[src/drv_pkg.sv]
// Package of constants and carrier types for the drive run and V/f block.
package drv_pkg;

	// ***************************************************************
	// Setting ranges and encodings
	// ***************************************************************

	// Run-command source codes.
	localparam logic [1:0] SRC_KEYPAD = 2'h0;
	localparam logic [1:0] SRC_TERMINAL = 2'h1;
	localparam logic [1:0] SRC_KEY_FWD = 2'h2;
	localparam logic [1:0] SRC_KEY_REV = 2'h3;

	// Frequency limits in whole hertz.
	localparam logic [8:0] MAX_FREQ_LOW = 9'h032;
	localparam logic [8:0] BASE_FREQ_LOW = 9'h019;
	localparam logic [8:0] FREQ_HIGH = 9'h190;
	localparam logic [8:0] MAX_FREQ_RESET = 9'h032;
	localparam logic [8:0] BASE_FREQ_RESET = 9'h032;

	// Ramp time limits in units of 0.01 s.
	localparam logic [18:0] RAMP_LOW = 19'h00001;
	localparam logic [18:0] RAMP_HIGH = 19'h57e40;
	localparam logic [18:0] RAMP_RESET = 19'h00258;

	// Ramp time unit and the derived tick count per 0.01 s.
	localparam int CLK_HZ = 10000000;
	localparam int RAMP_UNIT_MS = 10;
	localparam int RAMP_TICK_CYCLES = CLK_HZ / 1000 * RAMP_UNIT_MS;

	// Torque boost curve codes.
	localparam logic [4:0] BOOST_AUTO = 5'h00;
	localparam logic [4:0] BOOST_SQUARE = 5'h01;
	localparam logic [4:0] BOOST_PROP = 5'h02;

	// Overload protection select codes.
	localparam logic [1:0] OL_OFF = 2'h0;
	localparam logic [1:0] OL_GENERAL = 2'h1;
	localparam logic [1:0] OL_FORCED = 2'h2;

	// Overload trip level as a percentage of the configured level.
	localparam logic [7:0] OL_TRIP_PCT = 8'h96;
	localparam logic [7:0] PCT_FULL = 8'h64;

	// Overload time constant unit is 0.1 min, i.e. 6 s.
	localparam int OL_UNIT_S = 6;
	localparam int OL_UNIT_CYCLES = CLK_HZ * OL_UNIT_S;

	// Direction encoding.
	localparam logic DIR_FWD = 1'b0;
	localparam logic DIR_REV = 1'b1;

	// ***************************************************************
	// Carrier types
	// ***************************************************************

	// Boost curve decoded from the select code.
	typedef enum logic [1:0] {
		DRV_CURVE_AUTO = 2'b00,
		DRV_CURVE_SQUARE = 2'b01,
		DRV_CURVE_PROP = 2'b10,
		DRV_CURVE_CONST = 2'b11
	} drv_curve_t;

	// Ramp phase of the frequency generator.
	typedef enum logic [1:0] {
		DRV_IDLE = 2'b00,
		DRV_ACCEL = 2'b01,
		DRV_DECEL = 2'b10,
		DRV_HOLD = 2'b11
	} drv_phase_t;

	// Settings as held inside the block.
	typedef struct packed {
		logic [1:0] run_command_source;
		logic [8:0] max_frequency_setting;
		logic [8:0] base_frequency_setting;
		logic [8:0] rated_voltage_setting;
		logic [8:0] max_voltage_setting;
		logic [18:0] accel_time_setting;
		logic [18:0] decel_time_setting;
		logic [4:0] torque_boost_select;
		logic [1:0] overload_protect_select;
	} drv_cfg_t;

endpackage

[src/drv_run_vf.sv]
// Run-command, ramp and V/f profile logic of the motor drive.
`timescale 1ns/10ps
`default_nettype none
module drv_run_vf import drv_pkg::*; #(
	parameter int OL_UNIT_CYC = OL_UNIT_CYCLES,
	parameter int TICK_CYC = RAMP_TICK_CYCLES
) (
	// Clock and reset.
	input wire logic CLK_I,
	input wire logic RST_N_I,
	// Run inputs from keypad and terminals (active high = closed).
	input wire logic FORWARD_RUN_INPUT_I,
	input wire logic REVERSE_RUN_INPUT_I,
	input wire logic RUN_KEY_I,
	input wire logic STOP_KEY_I,
	// Settings, loaded by a one-cycle write strobe, and the target frequency, read directly.
	input wire logic CFG_WRITE_I,
	input wire drv_cfg_t CFG_I,
	input wire logic [8:0] TARGET_FREQ_I,
	// Plant feedback.
	input wire logic [8:0] SUPPLY_VOLTAGE_I,
	input wire logic [7:0] CURRENT_PCT_I,
	input wire logic TORQUE_LIMIT_I,
	input wire logic [7:0] OL_TIME_CONST_I,
	// Outputs to the motor stage.
	output logic RUNNING_O,
	output logic DIRECTION_O,
	output logic [8:0] OUT_FREQ_O,
	output logic [8:0] OUT_VOLTAGE_O,
	output drv_curve_t BOOST_CURVE_O,
	output logic [4:0] BOOST_LEVEL_O,
	output logic OVERLOAD_TRIP_O,
	output logic CFG_REJECT_O
);

	// ***************************************************************
	// State
	// ***************************************************************

	// All state of the block in one record.
	typedef struct packed {
		drv_cfg_t cfg;
		drv_phase_t phase;
		logic run;
		logic dir;
		logic [8:0] freq;
		logic [8:0] volt;
		logic [31:0] tick;
		logic [18:0] step_cnt;
		logic [39:0] ol_cnt;
		logic trip;
		drv_curve_t curve;
		logic [4:0] level;
		logic reject;
	} drv_state_t;

	drv_state_t cur; // Registered state.
	drv_state_t nxt; // Next state.

	// Truncates a ramp time to its three leading decimal digits.
	function automatic logic [18:0] drv_sig3(input logic [18:0] v);
		logic [18:0] r;
		r = v;
		if (v >= 19'd100000) begin
			r = v - (v % 19'd1000);
		end else if (v >= 19'd10000) begin
			r = v - (v % 19'd100);
		end else if (v >= 19'd1000) begin
			r = v - (v % 19'd10);
		end
		return r;
	endfunction

	// ***************************************************************
	// Next-state logic
	// ***************************************************************

	// Combines command decode, ramp, voltage profile and overload.
	always_comb begin
		logic forward_run_input;
		logic reverse_run_input;
		logic one_dir;
		logic want_run;
		logic want_dir;
		logic [8:0] fmax;
		logic [8:0] tgt;
		logic [18:0] rtime;
		logic [8:0] vlim;
		logic [17:0] vprof;
		logic [39:0] ol_lim;
		logic ol_hot;
		forward_run_input = FORWARD_RUN_INPUT_I;
		reverse_run_input = REVERSE_RUN_INPUT_I;
		one_dir = 1'b0;
		want_run = 1'b0;
		want_dir = DIR_FWD;
		fmax = 9'h000;
		tgt = 9'h000;
		rtime = 19'h00000;
		vlim = 9'h000;
		vprof = 18'h00000;
		ol_lim = 40'h0;
		ol_hot = 1'b0;
		nxt = cur;
		nxt.reject = 1'b0;
		// Settings write; frequency, ramp and overload fields are range checked separately.
		if (CFG_WRITE_I) begin
			if (!forward_run_input && !reverse_run_input) begin
				nxt.cfg.run_command_source = CFG_I.run_command_source;
			end else begin
				nxt.reject = 1'b1;
			end
			if (CFG_I.max_frequency_setting >= MAX_FREQ_LOW &&
			    CFG_I.max_frequency_setting <= FREQ_HIGH) begin
				nxt.cfg.max_frequency_setting = CFG_I.max_frequency_setting;
			end
			if (CFG_I.base_frequency_setting >= BASE_FREQ_LOW &&
			    CFG_I.base_frequency_setting <= FREQ_HIGH) begin
				nxt.cfg.base_frequency_setting = CFG_I.base_frequency_setting;
			end
			nxt.cfg.rated_voltage_setting = CFG_I.rated_voltage_setting;
			nxt.cfg.max_voltage_setting = CFG_I.max_voltage_setting;
			// Each ramp time kept on its own, trimmed to three digits.
			if (CFG_I.accel_time_setting >= RAMP_LOW &&
			    CFG_I.accel_time_setting <= RAMP_HIGH) begin
				nxt.cfg.accel_time_setting =
					drv_sig3(CFG_I.accel_time_setting);
			end
			if (CFG_I.decel_time_setting >= RAMP_LOW &&
			    CFG_I.decel_time_setting <= RAMP_HIGH) begin
				nxt.cfg.decel_time_setting =
					drv_sig3(CFG_I.decel_time_setting);
			end
			nxt.cfg.torque_boost_select = CFG_I.torque_boost_select;
			if (CFG_I.overload_protect_select <= OL_FORCED) begin
				nxt.cfg.overload_protect_select =
					CFG_I.overload_protect_select;
			end
		end
		// Terminal direction decode; keypad and terminal sources need exactly one input closed.
		one_dir = forward_run_input ^ reverse_run_input;
		want_dir = reverse_run_input ? DIR_REV : DIR_FWD;
		want_run = cur.run;
		unique case (cur.cfg.run_command_source)
			SRC_KEYPAD: begin
				// Keys start and stop; terminals choose direction.
				if (STOP_KEY_I || !one_dir) begin
					want_run = 1'b0;
				end else if (RUN_KEY_I) begin
					want_run = 1'b1;
				end
			end
			SRC_TERMINAL: begin
				want_run = one_dir;
			end
			SRC_KEY_FWD: begin
				want_dir = DIR_FWD;
				if (STOP_KEY_I) begin
					want_run = 1'b0;
				end else if (RUN_KEY_I) begin
					want_run = 1'b1;
				end
			end
			SRC_KEY_REV: begin
				want_dir = DIR_REV;
				if (STOP_KEY_I) begin
					want_run = 1'b0;
				end else if (RUN_KEY_I) begin
					want_run = 1'b1;
				end
			end
		endcase
		nxt.run = want_run;
		// Direction is only changed once the output has ramped to zero.
		if (cur.freq == 9'h000) begin
			nxt.dir = want_dir;
		end
		// Target frequency, capped at maximum frequency.
		fmax = cur.cfg.max_frequency_setting;
		tgt = (TARGET_FREQ_I > fmax) ? fmax : TARGET_FREQ_I;
		if (!cur.run || cur.dir != want_dir) begin
			tgt = 9'h000;
		end
		// Ramp phase selection.
		if (cur.freq < tgt) begin
			nxt.phase = DRV_ACCEL;
		end else if (cur.freq > tgt) begin
			nxt.phase = DRV_DECEL;
		end else begin
			nxt.phase = (tgt == 9'h000) ? DRV_IDLE : DRV_HOLD;
		end
		// One 1 Hz step per (ramp time / fmax); a full swing takes the
		// setting, a partial swing proportionally less.
		rtime = (nxt.phase == DRV_DECEL) ? cur.cfg.decel_time_setting :
			cur.cfg.accel_time_setting;
		nxt.tick = (cur.tick >= 32'(TICK_CYC - 1)) ? 32'h0 :
			cur.tick + 32'h1;
		if (cur.tick >= 32'(TICK_CYC - 1) && !TORQUE_LIMIT_I) begin
			nxt.step_cnt = cur.step_cnt + 19'(fmax);
		end
		if (nxt.step_cnt >= rtime) begin
			nxt.step_cnt = 19'h0;
			if (nxt.phase == DRV_ACCEL) begin
				nxt.freq = cur.freq + 9'h001;
			end else if (nxt.phase == DRV_DECEL) begin
				nxt.freq = cur.freq - 9'h001;
			end
		end
		if (nxt.phase == DRV_IDLE || nxt.phase == DRV_HOLD) begin
			nxt.step_cnt = 19'h0;
		end
		// Voltage profile: linear to base frequency, then flat.
		vlim = cur.cfg.rated_voltage_setting;
		if (vlim > cur.cfg.max_voltage_setting) begin
			vlim = cur.cfg.max_voltage_setting;
		end
		if (cur.cfg.rated_voltage_setting == 9'h000) begin
			vlim = SUPPLY_VOLTAGE_I;
		end
		if (cur.freq >= cur.cfg.base_frequency_setting) begin
			vprof = {9'h000, vlim};
		end else begin
			// Both factors are widened first, so the product cannot wrap.
			vprof = (18'(vlim) * 18'(cur.freq)) /
				18'(cur.cfg.base_frequency_setting);
		end
		nxt.volt = (vprof > {9'h000, SUPPLY_VOLTAGE_I}) ? SUPPLY_VOLTAGE_I :
			vprof[8:0];
		// Boost curve decode.
		unique case (cur.cfg.torque_boost_select)
			BOOST_AUTO: nxt.curve = DRV_CURVE_AUTO;
			BOOST_SQUARE: nxt.curve = DRV_CURVE_SQUARE;
			BOOST_PROP: nxt.curve = DRV_CURVE_PROP;
			default: nxt.curve = DRV_CURVE_CONST;
		endcase
		nxt.level = cur.cfg.torque_boost_select;
		// Overload timer: counts while current is at or above the trip
		// level; general motors derate below half base frequency.
		ol_lim = 40'(OL_UNIT_CYC) * 40'(OL_TIME_CONST_I);
		ol_hot = CURRENT_PCT_I >= OL_TRIP_PCT;
		if (cur.cfg.overload_protect_select == OL_GENERAL &&
		    {cur.freq, 1'b0} < {1'b0, cur.cfg.base_frequency_setting}) begin
			ol_hot = CURRENT_PCT_I >= PCT_FULL;
		end
		if (cur.cfg.overload_protect_select == OL_OFF) begin
			nxt.ol_cnt = 40'h0;
		end else if (ol_hot) begin
			if (cur.ol_cnt < ol_lim) begin
				nxt.ol_cnt = cur.ol_cnt + 40'h1;
			end else begin
				nxt.trip = 1'b1;
			end
		end else begin
			nxt.ol_cnt = 40'h0;
		end
		// Trip stops the drive until reset.
		if (cur.trip) begin
			nxt.run = 1'b0;
		end
	end

	// ***************************************************************
	// State register
	// ***************************************************************

	// Registers the state record with a synchronous reset.
	always_ff @(posedge CLK_I) begin
		if (!RST_N_I) begin
			cur <= '0;
			cur.cfg.max_frequency_setting <= MAX_FREQ_RESET;
			cur.cfg.base_frequency_setting <= BASE_FREQ_RESET;
			cur.cfg.accel_time_setting <= RAMP_RESET;
			cur.cfg.decel_time_setting <= RAMP_RESET;
			cur.cfg.overload_protect_select <= OL_GENERAL;
		end else begin
			cur <= nxt;
		end
	end

	// Outputs straight from the state record.
	assign RUNNING_O = cur.run;
	assign DIRECTION_O = cur.dir;
	assign OUT_FREQ_O = cur.freq;
	assign OUT_VOLTAGE_O = cur.volt;
	assign BOOST_CURVE_O = cur.curve;
	assign BOOST_LEVEL_O = cur.level;
	assign OVERLOAD_TRIP_O = cur.trip;
	assign CFG_REJECT_O = cur.reject;

endmodule
`default_nettype wire

[config.mk]
export PLATFORM = sky130hd
export DESIGN_NAME = drv_run_vf
export DESIGN_NICKNAME = d
export VERILOG_FILES = /design/src/drv_pkg.sv /design/src/drv_run_vf.sv
export SDC_FILE = /design/constraint.sdc
export NUM_CORES = 2
export LEC_CHECK = 0
export ABC_CLOCK_PERIOD_IN_PS = 67300
export BUFFER_PORTS_ARGS = -buffer_cell sky130_fd_sc_hd__buf_2
export CORE_ASPECT_RATIO = 2
export CORE_UTILIZATION = 50
export CTS_CLUSTER_DIAMETER = 50
export DETAILED_ROUTE_END_ITERATION = 10
export PLACE_DENSITY = 0.77
export REMOVE_ABC_BUFFERS = 1
export SKIP_CTS_REPAIR_TIMING = 1
export SLEW_MARGIN = 0
export SYNTH_ARGS = -nofsm -noshare
export SYNTH_HDL_FRONTEND = slang
export SYNTH_SLANG_ARGS = --single-unit
[constraint.sdc]
create_clock -name CLK_I -period 67.3 [get_ports CLK_I]
set_input_delay 6.73 -clock CLK_I [delete_from_list [all_inputs] [get_ports CLK_I]]
set_output_delay 6.73 -clock CLK_I [all_outputs]
set_load 0.01 [all_outputs]
# --- Word level (Yosys, flattened, before mapping) ---
# Cells that the tools add are included.
totals:
  output_inout_bits: 29
  ram_bits: 0
  romBits: 0
  n_memories: 0
  in_bits: 125
  latch_bits: 0
  regBits: 203
  word_cells: 147
classes:
  bitwise_logic: 5
  n_shift: 0
  add_sub_neg: 11
  n_eq_ne: 10
  muxes: 28
  div: 7
  reduce_logical: 37
  n_lt_le_gt_ge: 27
  multipliers: 2
ops:
  columns: ["op", "n"]
  rows:
  - ["two-way mux 19 bit", 8]
  - ["subtractor 19 bit", 6]
  - ["two-way mux 9 bit", 7]
  - ["adder 40 x 1 -> 40 bit, second input constant", 1]
  - ["less-than comparator 40 x 34 -> 1 bit", 1]
  - ["greater-or-equal comparator 19 x 1 -> 1 bit, second input constant", 2]
  - ["greater-or-equal comparator 19 x 10 -> 1 bit, second input constant", 2]
  - ["greater-or-equal comparator 19 x 14 -> 1 bit, second input constant", 2]
  - ["greater-or-equal comparator 19 x 17 -> 1 bit, second input constant", 2]
  - ["<= comparator 19 bit, second input constant", 2]
  - ["modulo 19 x 10 -> 19 bit, second input constant", 2]
  - ["modulo 19 x 4 -> 19 bit, second input constant", 2]
  - ["modulo 19 x 7 -> 19 bit, second input constant", 2]
  - ["adder 32 x 1 -> 32 bit, second input constant", 1]
  - ["greater-or-equal comparator 32 x 17 -> 1 bit, second input constant", 1]
  - ["greater-than comparator 9 bit", 3]
  - ["zero test 9 bit", 3]
  - ["multiplier 18 x 8 -> 26 bit, first input constant", 1]
  - ["adder 19 x 9 -> 19 bit", 1]
  - ["greater-or-equal comparator 19 bit", 1]
  - ["divider 18 x 9 -> 18 bit", 1]
  - ["greater-than comparator 18 x 9 -> 1 bit", 1]
  - ["<= comparator 9 bit, second input constant", 2]
  - ["multiplier 9 x 9 -> 18 bit", 1]
  - ["33 further kinds", 72]

# --- Depth between registers and ports, before layout ---
depth:
  word_depth: 13
  depth_mapped: 277
  depth_no_buf: 266

# --- Worst setup path before layout ---
# Ideal clock, no wire load.
synth_path:
  kind: "in2reg"
  startpoint: "input port SUPPLY_VOLTAGE_I[3]"
  endpoint: "register cur, in the netlist OUT_VOLTAGE_O[0]"
  setup_slack_ns: 14.192
  stages: 253
  n_path_buf: 12
  arrival_time_ns: 52.980
  setup_time_ns: 0.128
  required_ns: 67.172
  path_cell_list: "nand2_1 o21ai_1 nand2_1 fa_1 inv_1 fa_1 ha_1 inv_1 fa_1 inv_1 ha_1 a21o_1 a21oi_1 o21ai_0 a21oi_1 o21ai_0 a21oi_1 o21ai_0 [... 217 more ...] a221oi_1 a2bb2oi_1 inv_1 ha_1 nor2b_1 o21a_1 o21a_1 o21ai_0 nand2b_1 a21oi_1 nor2b_1 o21ai_0 nand2b_1 a21oi_1 a41oi_1 nor2_1 mux2i_1 nor2_1"
synth_via:
  elab_chain_len: 6
synth_lines:
  columns: ["item", "line", "source"]
  rows:
  - ["start: declaration", "drv_run_vf.sv:21", "input wire logic [8:0] SUPPLY_VOLTAGE_I,"]
  - ["two-way mux 9 bit", "drv_run_vf.sv:217", "if (cur.cfg.rated_voltage_setting == 9'h000) begin"]
  - ["multiplier 9 x 9 -> 18 bit", "drv_run_vf.sv:224", "vprof = (18'(vlim) * 18'(cur.freq)) /"]
  - ["divider 18 x 9 -> 18 bit", "drv_run_vf.sv:224", null]
  - ["two-way mux 18 bit", "drv_run_vf.sv:220", "if (cur.freq >= cur.cfg.base_frequency_setting) begin"]
  - ["greater-than comparator 18 x 9 -> 1 bit", "drv_run_vf.sv:227", "nxt.volt = (vprof > {9'h000, SUPPLY_VOLTAGE_I}) ? SUPPLY_VOLTAGE_I :"]
  - ["two-way mux 9 bit *", "drv_run_vf.sv:227", null]
  - ["end signal: assignment", "drv_run_vf.sv:276", "cur <= nxt;"]
  - ["end: declaration", "drv_run_vf.sv:57", "drv_state_t cur;"]
# Every way passes the cells marked *; elsewhere a longest branch is shown, timed or not.
# A chain may end at the register's enable or synchronous reset.

# --- Worst setup path after layout ---
layout_path:
  startpoint: "input port SUPPLY_VOLTAGE_I[3]"
  endpoint: "register cur, in the netlist OUT_VOLTAGE_O[3]"
# The elaborated chain is that of the path after synthesis.

==> impl_metrics.toml <==
[run_status]
outcome = "complete, no violations"

[logic_synthesis]
synthArstFlopShare_pct = 0
dominantRegCellSynth = "dfxtp_1"
synth_mux_area_share_pct = 5.10
synth.lib_cells_used.distinct = 137
synthesized_area_fraction_occupied_by_adder_cells_pct = 19.0
synthXorXnorAreaFrac_pct = 7.19
post_synth.cell_area_avg_um2 = 7.41
synth_cells = 5238
seq_total_area_yosys_pct = 10.5
yosys_warn_count = 0
synth_enable_flop_cells = 0
synth-compound-area-share_pct = 28.9
ys_ff_latch = 203
largest_family_of_logic_cells_by_synthesized_area = "compound AO/OA/AOI/OAI gates"
synth-simple-area-share_pct = 23.2
synthesis.area_um2 = 38800

[sta]
hold_slack_ps = 420
tightest_slew_ps = 1190
totalNegativeSetupSlack_ps = 0
fin_worst_skew_ps = 24.8
finalCriticalPeriod_ps = 60620
relSlewSlack_pct = 18.5
highest_clock_rate_ghz = 0.0165
slew_violations = 0
ratio_of_final_minimum_period_to_clock_period_pct = 90.1
setup_viol_count_final = 0
rsz0062_at_grt = "false"
final-hold-violation-count = 0

[worst_setup_path]
crit_path_max_fanout = 18
required_ps = 67700
cp-start-kind = "primary input"
timing.critical_path.slowest_cell_delay_ps = 1030
critical_path_class = "primary input to flop"
timing.critical_path.buf_inv = 13
cp_common_cell = "o21a_1"
path_delay_family = "compound AO/OA/AOI/OAI gates"
critical_path_top_delay_cell = "a2111oi_0"
timing.critical_path.to_type = "flop"
cp_data_arrival_time_ps = 61020

[final_layout]
layout_area_growth_over_synthesis_pct = 5.54
multi_input_comb_area_um2 = 32600
finalNonFillerCells = 6292
nets = 5900
utilization_pct = 53.3
proportion_of_layout_cells_with_a_drive_suffix_above_1_pct = 8.48
fillerInstances = 7485
ff_latch_area_um2 = 4060

[clocking]
ctsHtreeMaxLevel = 1
cts.path.max_buffers = 3
cts_made_buffers = 24
cts_root_buffer = "clkbuf_16"
number_of_clock_sinks = 203
tritoncts = "done"
clk_pin_slew_ps = 60
clock_latency_ps = 570

[floorplan]
initial_utilization_pct = 50.5
fp.dieW_um = 199
num_io_pins = 154
placement_rows = 144
coreArea_um2 = 76900
fp.dieH_um = 396
die_area_um2 = 78800

[placed_design]
dp_cells = 6240
globalplace.congestion = 1.02
detailedPlacementHpwl_mm = 88.7
numPortBuffers = 152

[drt]
avgViaCountPerCell = 6.27
route.antenna.remaining_nets = 0
firstDrtPassIters = 5
wire_per_inst_um = 18.0
iteration_0_drc_count_of_the_detailed_router = 2188
totalWireLength_mm = 113
remaining_drc_errors = 0
dr_total_vias = 39452

[grt]
grt_pass1_vias = 38782
global_route.usage.total_pct = 28.1
globalRouteOverflowTotal = 0
grt_pass1_wl_mm = 183
maximum_number_of_pins_on_one_net_before_global_route_repair = 85
grt_antenna_before_repair = 18

[run]
maxCapViolations = 0

[min_path]
min-delay-path-class = "flop to flop"
## layout make-up
cell class | instances | area share [%]
multi-input cells | 4528 | 79.6
flip-flops and latches | 203 | 9.92
well taps | 1022 | 3.12
inverters | 302 | 2.77
repair buffers | 185 | 2.46
clock buffers | 31 | 1.65
clock inverters | 12 | 0.400
diodes | 9 | 0.0550
## registers in the layout (all words and copies together), names as in the netlist
register         cells
BOOST_CURVE_O        2
BOOST_LEVEL_O        5
CFG_REJECT_O         1
DIRECTION_O          1
OUT_FREQ_O           9
OUT_VOLTAGE_O        9
OVERLOAD_TRIP_O      1
RUNNING_O            1
cur                174
## routing by layer
metal	wire, um	global-route usage [%]
met4	7710	19.2
met1	40600	27.5
met5	88	0
met2	58700	53.2
met3	5860	3.93
## worst register-to-register path: cells and delay by family, from the launching register on
family	cells	cell delay, ps
compound gates	156	33780
simple gates	60	11780
fa+ha+maj	24	7860
buf+inv	14	1490
mux	4	1290
flops	1	370
xor+xnor	1	270
## cells in the final DEF, fill, tap and decap left out, types with 43 or more instances in the layout
cell      instances
mux2i_1         132
o31ai_1          56
nor4_1           45
a211oi_1         62
nand3_1         108
nand2b_1        101
xnor2_1         193
ha_1            454
and2_1           89
a21o_1          120
nor2b_1         108
xor2_1          120
mux2_2           55
nor3_1          189
buf_2           152
o211ai_1         64
inv_1           295
and3_1           51
fa_1             77
nand4_1          43
a21oi_1         323
nor2_1          477
or2_2            46
dfxtp_1         203
o21a_1          124
or3_1            59
o21ai_0         303
conb_1           53
nand2_1         400
## kinds of logic (layout without fill, tap and decap cells)
logic type | count (synthesis) | in the layout
AND/OR/NAND/NOR | 1814 | 1814
AO/OA/AOI/OAI | 1607 | 1607
buffers and inverters | 558 | 530
adder cells (fa/ha/maj) | 548 | 548
XOR/XNOR | 316 | 316
flip-flops | 203 | 203
multiplexers | 190 | 190
other | 2 | 62
## path summary, 6_finish.rpt
kind / startpoint / endpoint / slack (ps) / depth (start not counted)
setup / recovery: SUPPLY_VOLTAGE_I[3] / OUT_VOLTAGE_O[3] / 6680 / 249
hold / removal: cur[46] / cur[46] / 420 / 2
setup reg to reg: cur[168] / OUT_VOLTAGE_O[3] / 10220 / 259
hold reg to reg: cur[46] / cur[46] / 420 / 2
## Yosys cell counts (120+ instances only)
cell      instances  area share [%]
xor2_1          120             2.7
a21o_1          120             2.3
ha_1            454              15
o21a_1          124             2.4
nor3_1          190             2.4
nand2_1         400             3.9
nor2_1          477             4.6
dfxtp_1         203              10
o21ai_0         303             3.9
inv_1           296             2.9
xnor2_1         193             4.4
mux2i_1         132             3.4
a21oi_1         323             4.2
clkbuf_1        144             1.4
## per-stage QoR
| step | worst slack (ps) | instance area [um2] |
|---|---|---|
| 6_report | 6680 | 41000 |
| 4_1_cts | 7310 | 41000 |
| 2_1_floorplan | 14140 | 37800 |
| 3_5_place_dp | 6930 | 40100 |
| 5_1_grt | 1790 | 41000 |
| 3_3_place_gp | 7860 | 40100 |
Power is left out: the tool's default activity adds up to more than one toggle a clock period on the data nets, which glitch-free logic cannot reach.
